==> src/pkg/pcr_pkg.sv <==
// Package: constants and types for the privilege check and reset state unit
package pcr_pkg;
    // Machine status word layout
    localparam int          MSW_W        = 16;
    localparam int          MSW_PE       = 0;
    localparam int          MSW_MP       = 1;
    localparam int          MSW_EM       = 2;
    localparam int          MSW_TS       = 3;
    localparam logic [15:0] MSW_LOW_MASK = 16'h000F;
    // Flag word layout
    localparam int          FLG_IF       = 9;
    localparam int          FLG_IO_PRIVILEGE_LIMIT_LO  = 12;
    localparam int          FLG_IO_PRIVILEGE_LIMIT_HI  = 13;
    // Reset values
    localparam logic [15:0] RST_FLAGS    = 16'h0002;
    localparam logic [15:0] RST_MSW      = 16'hFFF0;
    localparam logic [15:0] RST_IP       = 16'hFFF0;
    localparam logic [15:0] RST_CS_SEL   = 16'hF000;
    localparam logic [23:0] RST_CS_BASE  = 24'hFF0000;
    localparam logic [15:0] RST_SEG_SEL  = 16'h0000;
    localparam logic [23:0] RST_SEG_BASE = 24'h000000;
    localparam logic [15:0] RST_LIMIT    = 16'hFFFF;
    localparam logic [23:0] RST_IDT_BASE = 24'h000000;
    localparam logic [15:0] RST_IDT_LIM  = 16'h03FF;
    localparam logic [23:0] RST_FETCH    = 24'hFFFFF0;
    localparam logic [23:0] REAL_BASE_MASK = 24'h0FFFFF;
    // Exception vectors and codes
    localparam logic [7:0]  VEC_GP       = 8'h0D;
    localparam logic [7:0]  VEC_NM       = 8'h07;
    localparam logic [15:0] GP_ERR_CODE  = 16'h0000;
    localparam logic [1:0]  PL_ZERO      = 2'h0;
    // Post-reset interval: three to four clocks; four taken
    localparam logic [2:0]  RST_INTERVAL = 3'h4;
    // Instruction classes presented by the decoder
    typedef enum logic [4:0] {
        OP_NONE, OP_LOAD_GLOBAL_TABLE_REG, OP_LOAD_LOCAL_TABLE_REG, OP_LTR, OP_LOAD_INTERRUPT_TABLE_REG, OP_LOAD_MACHINE_STATUS, OP_CLEAR_TASK_SWITCHED, OP_HLT,
        OP_IN, OP_INW, OP_OUT, OP_OUTW, OP_BLOCK_INPUT_BYTE, OP_INSW, OP_OUTSB, OP_BLOCK_OUTPUT_WORD,
        OP_STI, OP_CLI, OP_LOCK, OP_FLAG_POP, OP_INTERRUPT_RETURN, OP_ESC, OP_WAIT,
        OP_LOAD_CS, OP_OTHER
    } pcr_op_t;
    typedef enum logic [1:0] {
        CLS_PLAIN, CLS_PRIV, CLS_TRUST
    } pcr_cls_t;
endpackage

==> src/logic/pcr_class.sv <==
// Instruction classifier: privileged, trusted or plain
`timescale 1ns/10ps
module pcr_class (
    // Decoded instruction
    input  wire pcr_pkg::pcr_op_t  op,
    // Class result
    output pcr_pkg::pcr_cls_t      cls
);
    // Table of privileged and trusted instructions
    always_comb begin
        case (op)
            pcr_pkg::OP_LOAD_GLOBAL_TABLE_REG, pcr_pkg::OP_LOAD_LOCAL_TABLE_REG, pcr_pkg::OP_LTR,
            pcr_pkg::OP_LOAD_INTERRUPT_TABLE_REG, pcr_pkg::OP_LOAD_MACHINE_STATUS, pcr_pkg::OP_CLEAR_TASK_SWITCHED,
            pcr_pkg::OP_HLT: begin
                cls = pcr_pkg::CLS_PRIV;
            end
            pcr_pkg::OP_IN, pcr_pkg::OP_INW, pcr_pkg::OP_OUT, pcr_pkg::OP_OUTW,
            pcr_pkg::OP_BLOCK_INPUT_BYTE, pcr_pkg::OP_INSW, pcr_pkg::OP_OUTSB, pcr_pkg::OP_BLOCK_OUTPUT_WORD,
            pcr_pkg::OP_STI, pcr_pkg::OP_CLI, pcr_pkg::OP_LOCK: begin
                cls = pcr_pkg::CLS_TRUST;
            end
            default: begin
                cls = pcr_pkg::CLS_PLAIN;
            end
        endcase
    end
endmodule

==> src/logic/pcr_ext_check.sv <==
// Extension-not-present check from the machine status bits
`timescale 1ns/10ps
module pcr_ext_check (
    // Status bits
    input  wire logic mp,
    input  wire logic em,
    input  wire logic ts,
    // Instruction kind
    input  wire logic is_esc,
    input  wire logic is_wait,
    // Fault request
    output logic      ext_fault
);
    // Escape traps on emulate or on switched task; wait only with monitor set
    always_comb begin
        ext_fault = 1'b0;
        if (is_esc && em) begin
            ext_fault = 1'b1;
        end else if (is_esc && ts) begin
            ext_fault = 1'b1;
        end else if (is_wait && mp && ts) begin
            ext_fault = 1'b1;
        end
        // With only the monitor bit set nothing traps
        if (!ts && !em) begin
            ext_fault = 1'b0;
        end
    end
endmodule

==> src/logic/pcr_unit.sv <==
// Privilege check, extension fault and reset state unit
`timescale 1ns/10ps
module pcr_unit (
    // Clock and reset
    input  wire logic             mclk,
    input  wire logic             srst,
    // Instruction issue from decoder
    input  wire logic             issue,
    input  wire pcr_pkg::pcr_op_t op,
    input  wire logic [15:0]      op_data,
    input  wire logic [23:0]      op_base,
    input  wire logic             desc_used,
    input  wire logic [23:0]      desc_addr,
    // Current privilege level
    input  wire logic [1:0]       current_privilege_level,
    // Execution status
    output logic                  run,
    output logic                  fetch_req,
    output logic [23:0]           fetch_addr,
    output logic                  halted,
    output logic                  retired,
    // Fault report
    output logic                  fault,
    output logic [7:0]            fault_vec,
    output logic [15:0]           fault_code,
    // Descriptor write-back request
    output logic                  desc_wb,
    output logic [23:0]           desc_wb_addr,
    // Architectural state
    output logic [15:0]           flags,
    output logic [15:0]           machine_status_word,
    output logic [15:0]           ip,
    output logic [15:0]           cs_sel,
    output logic [23:0]           cs_base,
    output logic [15:0]           seg_sel,
    output logic [23:0]           seg_base,
    output logic [15:0]           seg_limit,
    output logic                  seg_prot,
    output logic [23:0]           idt_base,
    output logic [15:0]           idt_limit
);

////////////////////////////////////////////////////////////////////////////////
// Declarations and helpers

    typedef enum logic [1:0] {
        ST_RESET, ST_INIT, ST_FETCH, ST_RUN
    } pcr_state_t;

    pcr_state_t        state;
    logic [2:0]        init_cnt;
    pcr_pkg::pcr_cls_t cls;
    logic              ext_fault;
    logic              priv_ok;
    logic              trust_ok;
    logic              gp_fault;
    logic              any_fault;
    logic              do_exec;
    logic [1:0]        io_privilege_limit;
    logic              protection_enable_bit;
    logic              extension_present_bit;
    logic              emulate_extension_bit;
    logic              task_switched_bit;
    logic [15:0]       next_flags;
    logic              active;

    assign io_privilege_limit    = flags[pcr_pkg::FLG_IO_PRIVILEGE_LIMIT_HI:pcr_pkg::FLG_IO_PRIVILEGE_LIMIT_LO];
    assign protection_enable_bit = machine_status_word[pcr_pkg::MSW_PE];
    assign extension_present_bit = machine_status_word[pcr_pkg::MSW_MP];
    assign emulate_extension_bit = machine_status_word[pcr_pkg::MSW_EM];
    assign task_switched_bit     = machine_status_word[pcr_pkg::MSW_TS];
    assign active                = (state == ST_RUN) && !halted;

    pcr_class u_class (
        .op  (op),
        .cls (cls)
    );

    pcr_ext_check u_ext (
        .mp        (extension_present_bit),
        .em        (emulate_extension_bit),
        .ts        (task_switched_bit),
        .is_esc    (op == pcr_pkg::OP_ESC),
        .is_wait   (op == pcr_pkg::OP_WAIT),
        .ext_fault (ext_fault)
    );

////////////////////////////////////////////////////////////////////////////////
// Privilege checks, decided before any state is touched

    // Level zero only for privileged; level at or below limit for trusted
    assign priv_ok   = (current_privilege_level == pcr_pkg::PL_ZERO);
    assign trust_ok  = (current_privilege_level <= io_privilege_limit);
    assign gp_fault  = ((cls == pcr_pkg::CLS_PRIV) && !priv_ok)
                     || ((cls == pcr_pkg::CLS_TRUST) && !trust_ok);
    assign any_fault = gp_fault || ext_fault;
    // Fault masks execution so no register changes on a refused op
    assign do_exec   = issue && active && !any_fault;

    // Flag restore: interrupt flag protected by level; limit field protected on flag pop only
    always_comb begin
        next_flags = op_data;
        if (!trust_ok) begin
            next_flags[pcr_pkg::FLG_IF] = flags[pcr_pkg::FLG_IF];
        end
        if ((op == pcr_pkg::OP_FLAG_POP) && !priv_ok) begin
            next_flags[pcr_pkg::FLG_IO_PRIVILEGE_LIMIT_HI:pcr_pkg::FLG_IO_PRIVILEGE_LIMIT_LO] = io_privilege_limit;
        end
    end

////////////////////////////////////////////////////////////////////////////////
// Reset sequencing

    // Hold off for the internal interval before the first fetch
    always_ff @(posedge mclk) begin
        if (srst) begin
            state    <= ST_RESET;
            init_cnt <= 3'h0;
        end else begin
            case (state)
                ST_RESET: begin
                    state    <= ST_INIT;
                    init_cnt <= 3'h1;
                end
                ST_INIT: begin
                    if (init_cnt >= pcr_pkg::RST_INTERVAL - 3'h1) begin
                        state <= ST_FETCH;
                    end
                    init_cnt <= init_cnt + 3'h1;
                end
                ST_FETCH: begin
                    state <= ST_RUN;
                end
                ST_RUN: begin
                    state <= ST_RUN;
                end
                default: begin
                    state <= ST_RESET;
                end
            endcase
        end
    end

    // Run indication and the first fetch from the initialization area
    always_ff @(posedge mclk) begin
        if (srst) begin
            run        <= 1'b0;
            fetch_req  <= 1'b0;
            fetch_addr <= pcr_pkg::RST_FETCH;
        end else begin
            run        <= (state == ST_FETCH) || (state == ST_RUN);
            fetch_req  <= (state == ST_FETCH);
            fetch_addr <= pcr_pkg::RST_FETCH;
        end
    end

////////////////////////////////////////////////////////////////////////////////
// Fault reporting and retirement

    // Fault pulse with vector and code; general protection code is zero
    always_ff @(posedge mclk) begin
        if (srst) begin
            fault      <= 1'b0;
            fault_vec  <= 8'h00;
            fault_code <= 16'h0000;
            retired    <= 1'b0;
        end else begin
            fault   <= issue && active && any_fault;
            retired <= do_exec;
            if (issue && active && gp_fault) begin
                fault_vec  <= pcr_pkg::VEC_GP;
                fault_code <= pcr_pkg::GP_ERR_CODE;
            end else if (issue && active && ext_fault) begin
                fault_vec  <= pcr_pkg::VEC_NM;
                fault_code <= pcr_pkg::GP_ERR_CODE;
            end
        end
    end

    // Halt is privileged; it stops issue until reset
    always_ff @(posedge mclk) begin
        if (srst) begin
            halted <= 1'b0;
        end else if (do_exec && (op == pcr_pkg::OP_HLT)) begin
            halted <= 1'b1;
        end
    end

    // Descriptor accesses set accessed or busy bits in memory
    always_ff @(posedge mclk) begin
        if (srst) begin
            desc_wb      <= 1'b0;
            desc_wb_addr <= 24'h000000;
        end else begin
            desc_wb <= active && desc_used;
            if (active && desc_used) begin
                desc_wb_addr <= desc_addr;
            end
        end
    end

////////////////////////////////////////////////////////////////////////////////
// Architectural registers

    // Flag word; interrupts off at reset
    always_ff @(posedge mclk) begin
        if (srst) begin
            flags <= pcr_pkg::RST_FLAGS;
        end else if (do_exec) begin
            case (op)
                pcr_pkg::OP_FLAG_POP, pcr_pkg::OP_INTERRUPT_RETURN: begin
                    flags <= next_flags;
                end
                pcr_pkg::OP_STI: begin
                    flags[pcr_pkg::FLG_IF] <= 1'b1;
                end
                pcr_pkg::OP_CLI: begin
                    flags[pcr_pkg::FLG_IF] <= 1'b0;
                end
                default: begin
                    flags <= flags;
                end
            endcase
        end
    end

    // Status word; protection enable is sticky once set
    always_ff @(posedge mclk) begin
        if (srst) begin
            machine_status_word <= pcr_pkg::RST_MSW;
        end else if (do_exec && (op == pcr_pkg::OP_LOAD_MACHINE_STATUS)) begin
            // Upper bits kept as they were; only low four are meaningful
            machine_status_word <= (machine_status_word & ~pcr_pkg::MSW_LOW_MASK)
                                 | (op_data & pcr_pkg::MSW_LOW_MASK);
            if (protection_enable_bit) begin
                machine_status_word[pcr_pkg::MSW_PE] <= 1'b1;
            end
        end else if (do_exec && (op == pcr_pkg::OP_CLEAR_TASK_SWITCHED)) begin
            machine_status_word[pcr_pkg::MSW_TS] <= 1'b0;
        end
    end

    // Code segment and instruction pointer
    always_ff @(posedge mclk) begin
        if (srst) begin
            ip      <= pcr_pkg::RST_IP;
            cs_sel  <= pcr_pkg::RST_CS_SEL;
            cs_base <= pcr_pkg::RST_CS_BASE;
        end else if (do_exec && (op == pcr_pkg::OP_LOAD_CS)) begin
            cs_sel <= op_data;
            if (!protection_enable_bit) begin
                cs_base <= op_base & pcr_pkg::REAL_BASE_MASK;
            end else begin
                cs_base <= op_base;
            end
        end
    end

    // Data, extra and stack segments share one reset image
    always_ff @(posedge mclk) begin
        if (srst) begin
            seg_sel   <= pcr_pkg::RST_SEG_SEL;
            seg_base  <= pcr_pkg::RST_SEG_BASE;
            seg_limit <= pcr_pkg::RST_LIMIT;
            seg_prot  <= 1'b0;
        end
    end

    // Interrupt table register
    always_ff @(posedge mclk) begin
        if (srst) begin
            idt_base  <= pcr_pkg::RST_IDT_BASE;
            idt_limit <= pcr_pkg::RST_IDT_LIM;
        end else if (do_exec && (op == pcr_pkg::OP_LOAD_INTERRUPT_TABLE_REG)) begin
            idt_base  <= op_base;
            idt_limit <= op_data;
        end
    end

////////////////////////////////////////////////////////////////////////////////
// Assertions

    property p_priv_fault;
        @(posedge mclk) disable iff (srst)
        issue && active && (cls == pcr_pkg::CLS_PRIV) && (current_privilege_level != pcr_pkg::PL_ZERO)
        |=> fault && (fault_vec == pcr_pkg::VEC_GP) && (fault_code == pcr_pkg::GP_ERR_CODE);
    endproperty
    a_priv_fault: assert property (p_priv_fault) else $error("privileged op at nonzero level not faulted");

    property p_trust_fault;
        @(posedge mclk) disable iff (srst)
        issue && active && (cls == pcr_pkg::CLS_TRUST) && (current_privilege_level > io_privilege_limit)
        |=> fault && !retired;
    endproperty
    a_trust_fault: assert property (p_trust_fault) else $error("trusted op above limit not faulted");

    property p_trust_ok;
        @(posedge mclk) disable iff (srst)
        issue && active && (cls == pcr_pkg::CLS_TRUST) && !ext_fault
        && (current_privilege_level <= io_privilege_limit) |=> retired && !fault;
    endproperty
    a_trust_ok: assert property (p_trust_ok) else $error("trusted op within limit refused");

    property p_if_keep;
        @(posedge mclk) disable iff (srst)
        issue && active && ((op == pcr_pkg::OP_FLAG_POP) || (op == pcr_pkg::OP_INTERRUPT_RETURN))
        && (current_privilege_level > io_privilege_limit)
        |=> flags[pcr_pkg::FLG_IF] == $past(flags[pcr_pkg::FLG_IF]);
    endproperty
    a_if_keep: assert property (p_if_keep) else $error("interrupt flag changed at untrusted level");

    property p_io_privilege_limit_keep;
        @(posedge mclk) disable iff (srst)
        issue && active && (op == pcr_pkg::OP_FLAG_POP) && (current_privilege_level != pcr_pkg::PL_ZERO)
        |=> $stable(flags[pcr_pkg::FLG_IO_PRIVILEGE_LIMIT_HI:pcr_pkg::FLG_IO_PRIVILEGE_LIMIT_LO]);
    endproperty
    a_io_privilege_limit_keep: assert property (p_io_privilege_limit_keep) else $error("limit field changed by pop above level zero");

    property p_reset_quiet;
        @(posedge mclk) srst |=> !run && !fetch_req && !retired;
    endproperty
    a_reset_quiet: assert property (p_reset_quiet) else $error("activity during reset");

    property p_first_fetch;
        @(posedge mclk) disable iff (srst)
        $fell(srst) |-> !fetch_req [*5] ##1 fetch_req && (fetch_addr == pcr_pkg::RST_FETCH);
    endproperty
    a_first_fetch: assert property (p_first_fetch) else $error("first fetch timing or address wrong");

    property p_reset_vals;
        @(posedge mclk) srst |=> (flags == pcr_pkg::RST_FLAGS) && (ip == pcr_pkg::RST_IP)
            && (cs_sel == pcr_pkg::RST_CS_SEL) && (idt_limit == pcr_pkg::RST_IDT_LIM) && !seg_prot;
    endproperty
    a_reset_vals: assert property (p_reset_vals) else $error("reset values wrong");

    property p_pe_sticky;
        @(posedge mclk) disable iff (srst)
        protection_enable_bit |=> protection_enable_bit;
    endproperty
    a_pe_sticky: assert property (p_pe_sticky) else $error("protection enable cleared");

    property p_real_cs;
        @(posedge mclk) disable iff (srst)
        do_exec && (op == pcr_pkg::OP_LOAD_CS) && !protection_enable_bit |=> cs_base[23:20] == 4'h0;
    endproperty
    a_real_cs: assert property (p_real_cs) else $error("real mode code base upper bits set");

    property p_esc_em;
        @(posedge mclk) disable iff (srst)
        issue && active && (op == pcr_pkg::OP_ESC) && emulate_extension_bit && !extension_present_bit
        |=> fault && (fault_vec == pcr_pkg::VEC_NM);
    endproperty
    a_esc_em: assert property (p_esc_em) else $error("escape under emulation not faulted");

    property p_no_ext;
        @(posedge mclk) disable iff (srst)
        issue && active && ((op == pcr_pkg::OP_ESC) || (op == pcr_pkg::OP_WAIT))
        && extension_present_bit && !task_switched_bit && !emulate_extension_bit |=> !fault;
    endproperty
    a_no_ext: assert property (p_no_ext) else $error("extension fault with coprocessor present");

    c_priv_fault: cover property (@(posedge mclk) disable iff (srst) fault && (fault_vec == pcr_pkg::VEC_GP));
    c_ext_fault:  cover property (@(posedge mclk) disable iff (srst) fault && (fault_vec == pcr_pkg::VEC_NM));
    c_fetch:      cover property (@(posedge mclk) disable iff (srst) fetch_req);
    c_pe_set:     cover property (@(posedge mclk) disable iff (srst) $rose(protection_enable_bit));

endmodule

==> config.mk <==
export PLATFORM = sky130hd
export DESIGN_NAME = pcr_unit
export DESIGN_NICKNAME = d
export VERILOG_FILES = /design/src/pkg/pcr_pkg.sv /design/src/logic/pcr_class.sv /design/src/logic/pcr_ext_check.sv /design/src/logic/pcr_unit.sv
export SDC_FILE = /design/constraint.sdc
export NUM_CORES = 1
export LEC_CHECK = 0
export BUFFER_PORTS_ARGS = -buffer_cell sky130_fd_sc_hd__buf_2
export CAP_MARGIN = 25
export CORE_AREA = 2 2 131 133
export CTS_CLUSTER_DIAMETER = 100
export DETAILED_ROUTE_END_ITERATION = 8
export DIE_AREA = 0 0 133 135
export GPL_ROUTABILITY_DRIVEN = 0
export PLACE_DENSITY = 0.75
export SLEW_MARGIN = 10
export SYNTH_ARGS = -nofsm -noshare
export SYNTH_HDL_FRONTEND = slang
export SYNTH_SLANG_ARGS = --single-unit
==> constraint.sdc <==
create_clock -name mclk -period 5.55 [get_ports mclk]
set_input_delay 1.11 -clock mclk [delete_from_list [all_inputs] [get_ports mclk]]
set_output_delay 1.11 -clock mclk [all_outputs]
set_load 0.01 [all_outputs]
==> results_dict.tcl <==
set metrics [dict create \
    cp_max_fo 17 \
    maxCapViolCount 0 \
    synth_common_cells "nand2_1 (211), dfxtp_1 (138), buf_4 (134), a21oi_1 (93), clkbuf_1 (31)" \
    cts_tree "built" \
    max_freq_mhz 362 \
    ys_warn_count 0 \
    rr_startpoint "state[0]$_SDFFE_PP0P_" \
    synth.cell_area_sq_um 6090 \
    ys_ff_latch 138 \
    hold_path.class "flip-flop to flip-flop" \
    arrival_ps 3020 \
    cp-start-kind "input pin" \
    min_period_over_period 0.497 \
    rows 47 \
    drcViolationCount 0 \
    drive_gt1_frac 0.261 \
    grtUsageMet1 0.212 \
    crit_chain "buf_2 > or3b_4 > a211oi_4 > mux2i_1 > nand2_1" \
    synth_ff_type "dfxtp_1" \
    core-area_sq_um 16400 \
    final-max-slew-violation-count 0 \
    wl_um 16000 \
    ant_nets 0 \
    cts_resized 0 \
    die_width_um 133 \
    crit_path_end_kind "flip-flop" \
    crit_type "input pin to flip-flop" \
    avgViaCountPerCell 4.45 \
    period_needed_ps 2760 \
    slew_headroom 0.312 \
    h-tree-depth 4 \
    cp_top_family "compound AO/OA/AOI/OAI gates" \
    wl_per_cell_um 13.6 \
    tightest_slew_ps 1030 \
    synth_enable_flop_cells 0 \
    timing.setup.tns_ps 0 \
    root_buffer "clkbuf_16" \
    yosys.area.top_type "dfxtp_1" \
    setup_violations 0 \
    grt.total_usage 0.174 \
    syn2layout_area_growth_pct 21.0 \
    power_density_nw_per_um2 312 \
    initial_core_util 0.371 \
    cp.buffers_inverters 1 \
    syn_inst 756 \
    yosysUniqueCellTypes 47 \
    skew_ps 11.3 \
    vias 5230 \
    place_hpwl_um 11300 \
    synth_area_per_cell_sq_um 8.06 \
    async_reset_ff_frac 0 \
    grt_max_degree 80 \
    gr-max-usage-layer "met2" \
    port_buffers 208 \
    yosysTopAreaCellShare 0.453 \
    irDropWorstVdd_v 0.000240 \
    finalHoldViolations 0 \
    outcome "finished clean" \
    crit_slowest_cell "a211oi_4" \
    critPathLaunch "op[2]" \
    synth_seq_area_share 0.453 \
    ys_top_cells_by_area "dfxtp_1 (45%), buf_4 (17%), nand2_1 (13%), a21oi_1 (7.6%), mux2i_1 (2.6%)" \
    post-cts-setup-buffers 0 \
    cts_hold_buf 0 \
    min_from "cs_base[1]$_SDFFE_PP0P_" \
    diodes 0 \
    crit_required_ps 5810 \
    cts_max_path_buffers 2 \
    dr.pass1.iters 4 \
    grt_pass1_vias 4745 \
    p_leak_nw 3.42 \
    grt_use_met3 0.0503 \
    antenna_found_initial 0 \
    use_met2 0.294 \
    grt_overflow 0 \
    max_stage_delay_ps 880 \
    place_ws_ps 2390 \
    clkTransAtPathRegs_ps 60 \
    rsz0062_at_grt "no" \
    grt_pass1_wl_um 24600 \
    cts.sinks 138 \
    dr.first_iter.drc_count 199 \
    ioPinCount 338 \
    numCtsBuffers 17 \
    die-area_sq_um 18000 \
    nets 1021 \
    fin_ws_ps 2790 \
    die_height_um 135 \
    yosysMostFrequentCell "nand2_1" \
    clk_latency_ps 410 \
]
## layout make-up
cell class	instances	area, sq um
clock inverters	12	165
multi-input cells	562	2600
clock buffers	20	447
fillers	1650	9030
inverters	9	33.8
repair buffers	214	1090
well taps	220	275
flip-flops and latches	138	2760
## kinds of logic (layout without fill, tap and decap cells)
logic type / count (synthesis) / in the layout / share of synthesized area
muxes: 16 / 16 / 0.0263
and+or+nand+nor: 297 / 297 / 0.206
buffers and inverters: 183 / 255 / 0.199
AOI/OAI and AO/OA: 116 / 116 / 0.107
DFF: 138 / 138 / 0.453
adders and majority gates: 4 / 4 / 0.00821
other: 2 / 129 / 0.00123
## metal layers
layer | vias to the layer above | part of all wire | routed length, um
li1 | 2583 | - | -
met1 | 2414 | 0.43 | 6960
met2 | 220 | 0.49 | 7770
met3 | 13 | 0.068 | 1100
met4 | 0 | 0.012 | 185
met5 | - | 0 | 0
## worst register-to-register path, stage by stage, from the launching register on
cell      delay [ps]
dfxtp_1          450
nand4b_1         250
a211oi_4         860
mux2i_1          280
nand2_1           70
## path summary, 6_finish.rpt
check / end / cells after the start / slack, ps
worst min register to register: cs_base[1]$_SDFFE_PP0P_ / 2 / 450
worst max register to register: flags[1]$_SDFFE_PP1P_ / 4 / 3500
worst max-delay path: flags[1]$_SDFFE_PP1P_ / 5 / 2790
worst min-delay path: cs_base[1]$_SDFFE_PP0P_ / 2 / 450
## registers in the layout, indices dropped and copies added (netlist names), 2 cells and up
name	count
desc_wb_addr	24
machine_status_word	4
cs_sel	16
flags	16
cs_base	24
fault_vec	3
init_cnt	3
idt_limit	16
idt_base	24
state	2
## report_power, final
group          switching, W  total, W  internal [W]
combinational     0.0000959  0.000129     0.0000329
clock              0.000448   0.00117      0.000727
sequential       0.00000400  0.000999      0.000995
## placed cells by master (no fill, tap or decap), types with 3 or more instances in the layout
cell type  Yosys  final
inv_1          7      7
nand4b_1       3      3
nand3_1       30     30
dfxtp_1      138    138
clkbuf_16      0     17
nor2_1        25     25
ha_1           4      4
nand2_1      211    211
conb_1         2    129
nand4_1        3      3
a21oi_1       93     93
buf_2          7    207
buf_4        134      7
bufinv_16      0      3
mux2i_1       16     16
clkinv_4       0      3
o21ai_1        4      4
nor2b_1        5      5
## metrics by stage
step	utilization	instance area, sq um	hold WS [ps]	total power, W	std cells
after floorplan	-	6570	468	0.00116	883
after global placement	0.412	6760	435	0.00115	1143
after detailed placement	0.412	6760	441	0.00115	1143
after CTS	0.450	7380	450	0.00233	1175
after global routing	0.450	7380	467	0.00239	1175
final	0.450	7380	447	0.00230	1175
Power figures use the tool's default switching activity.
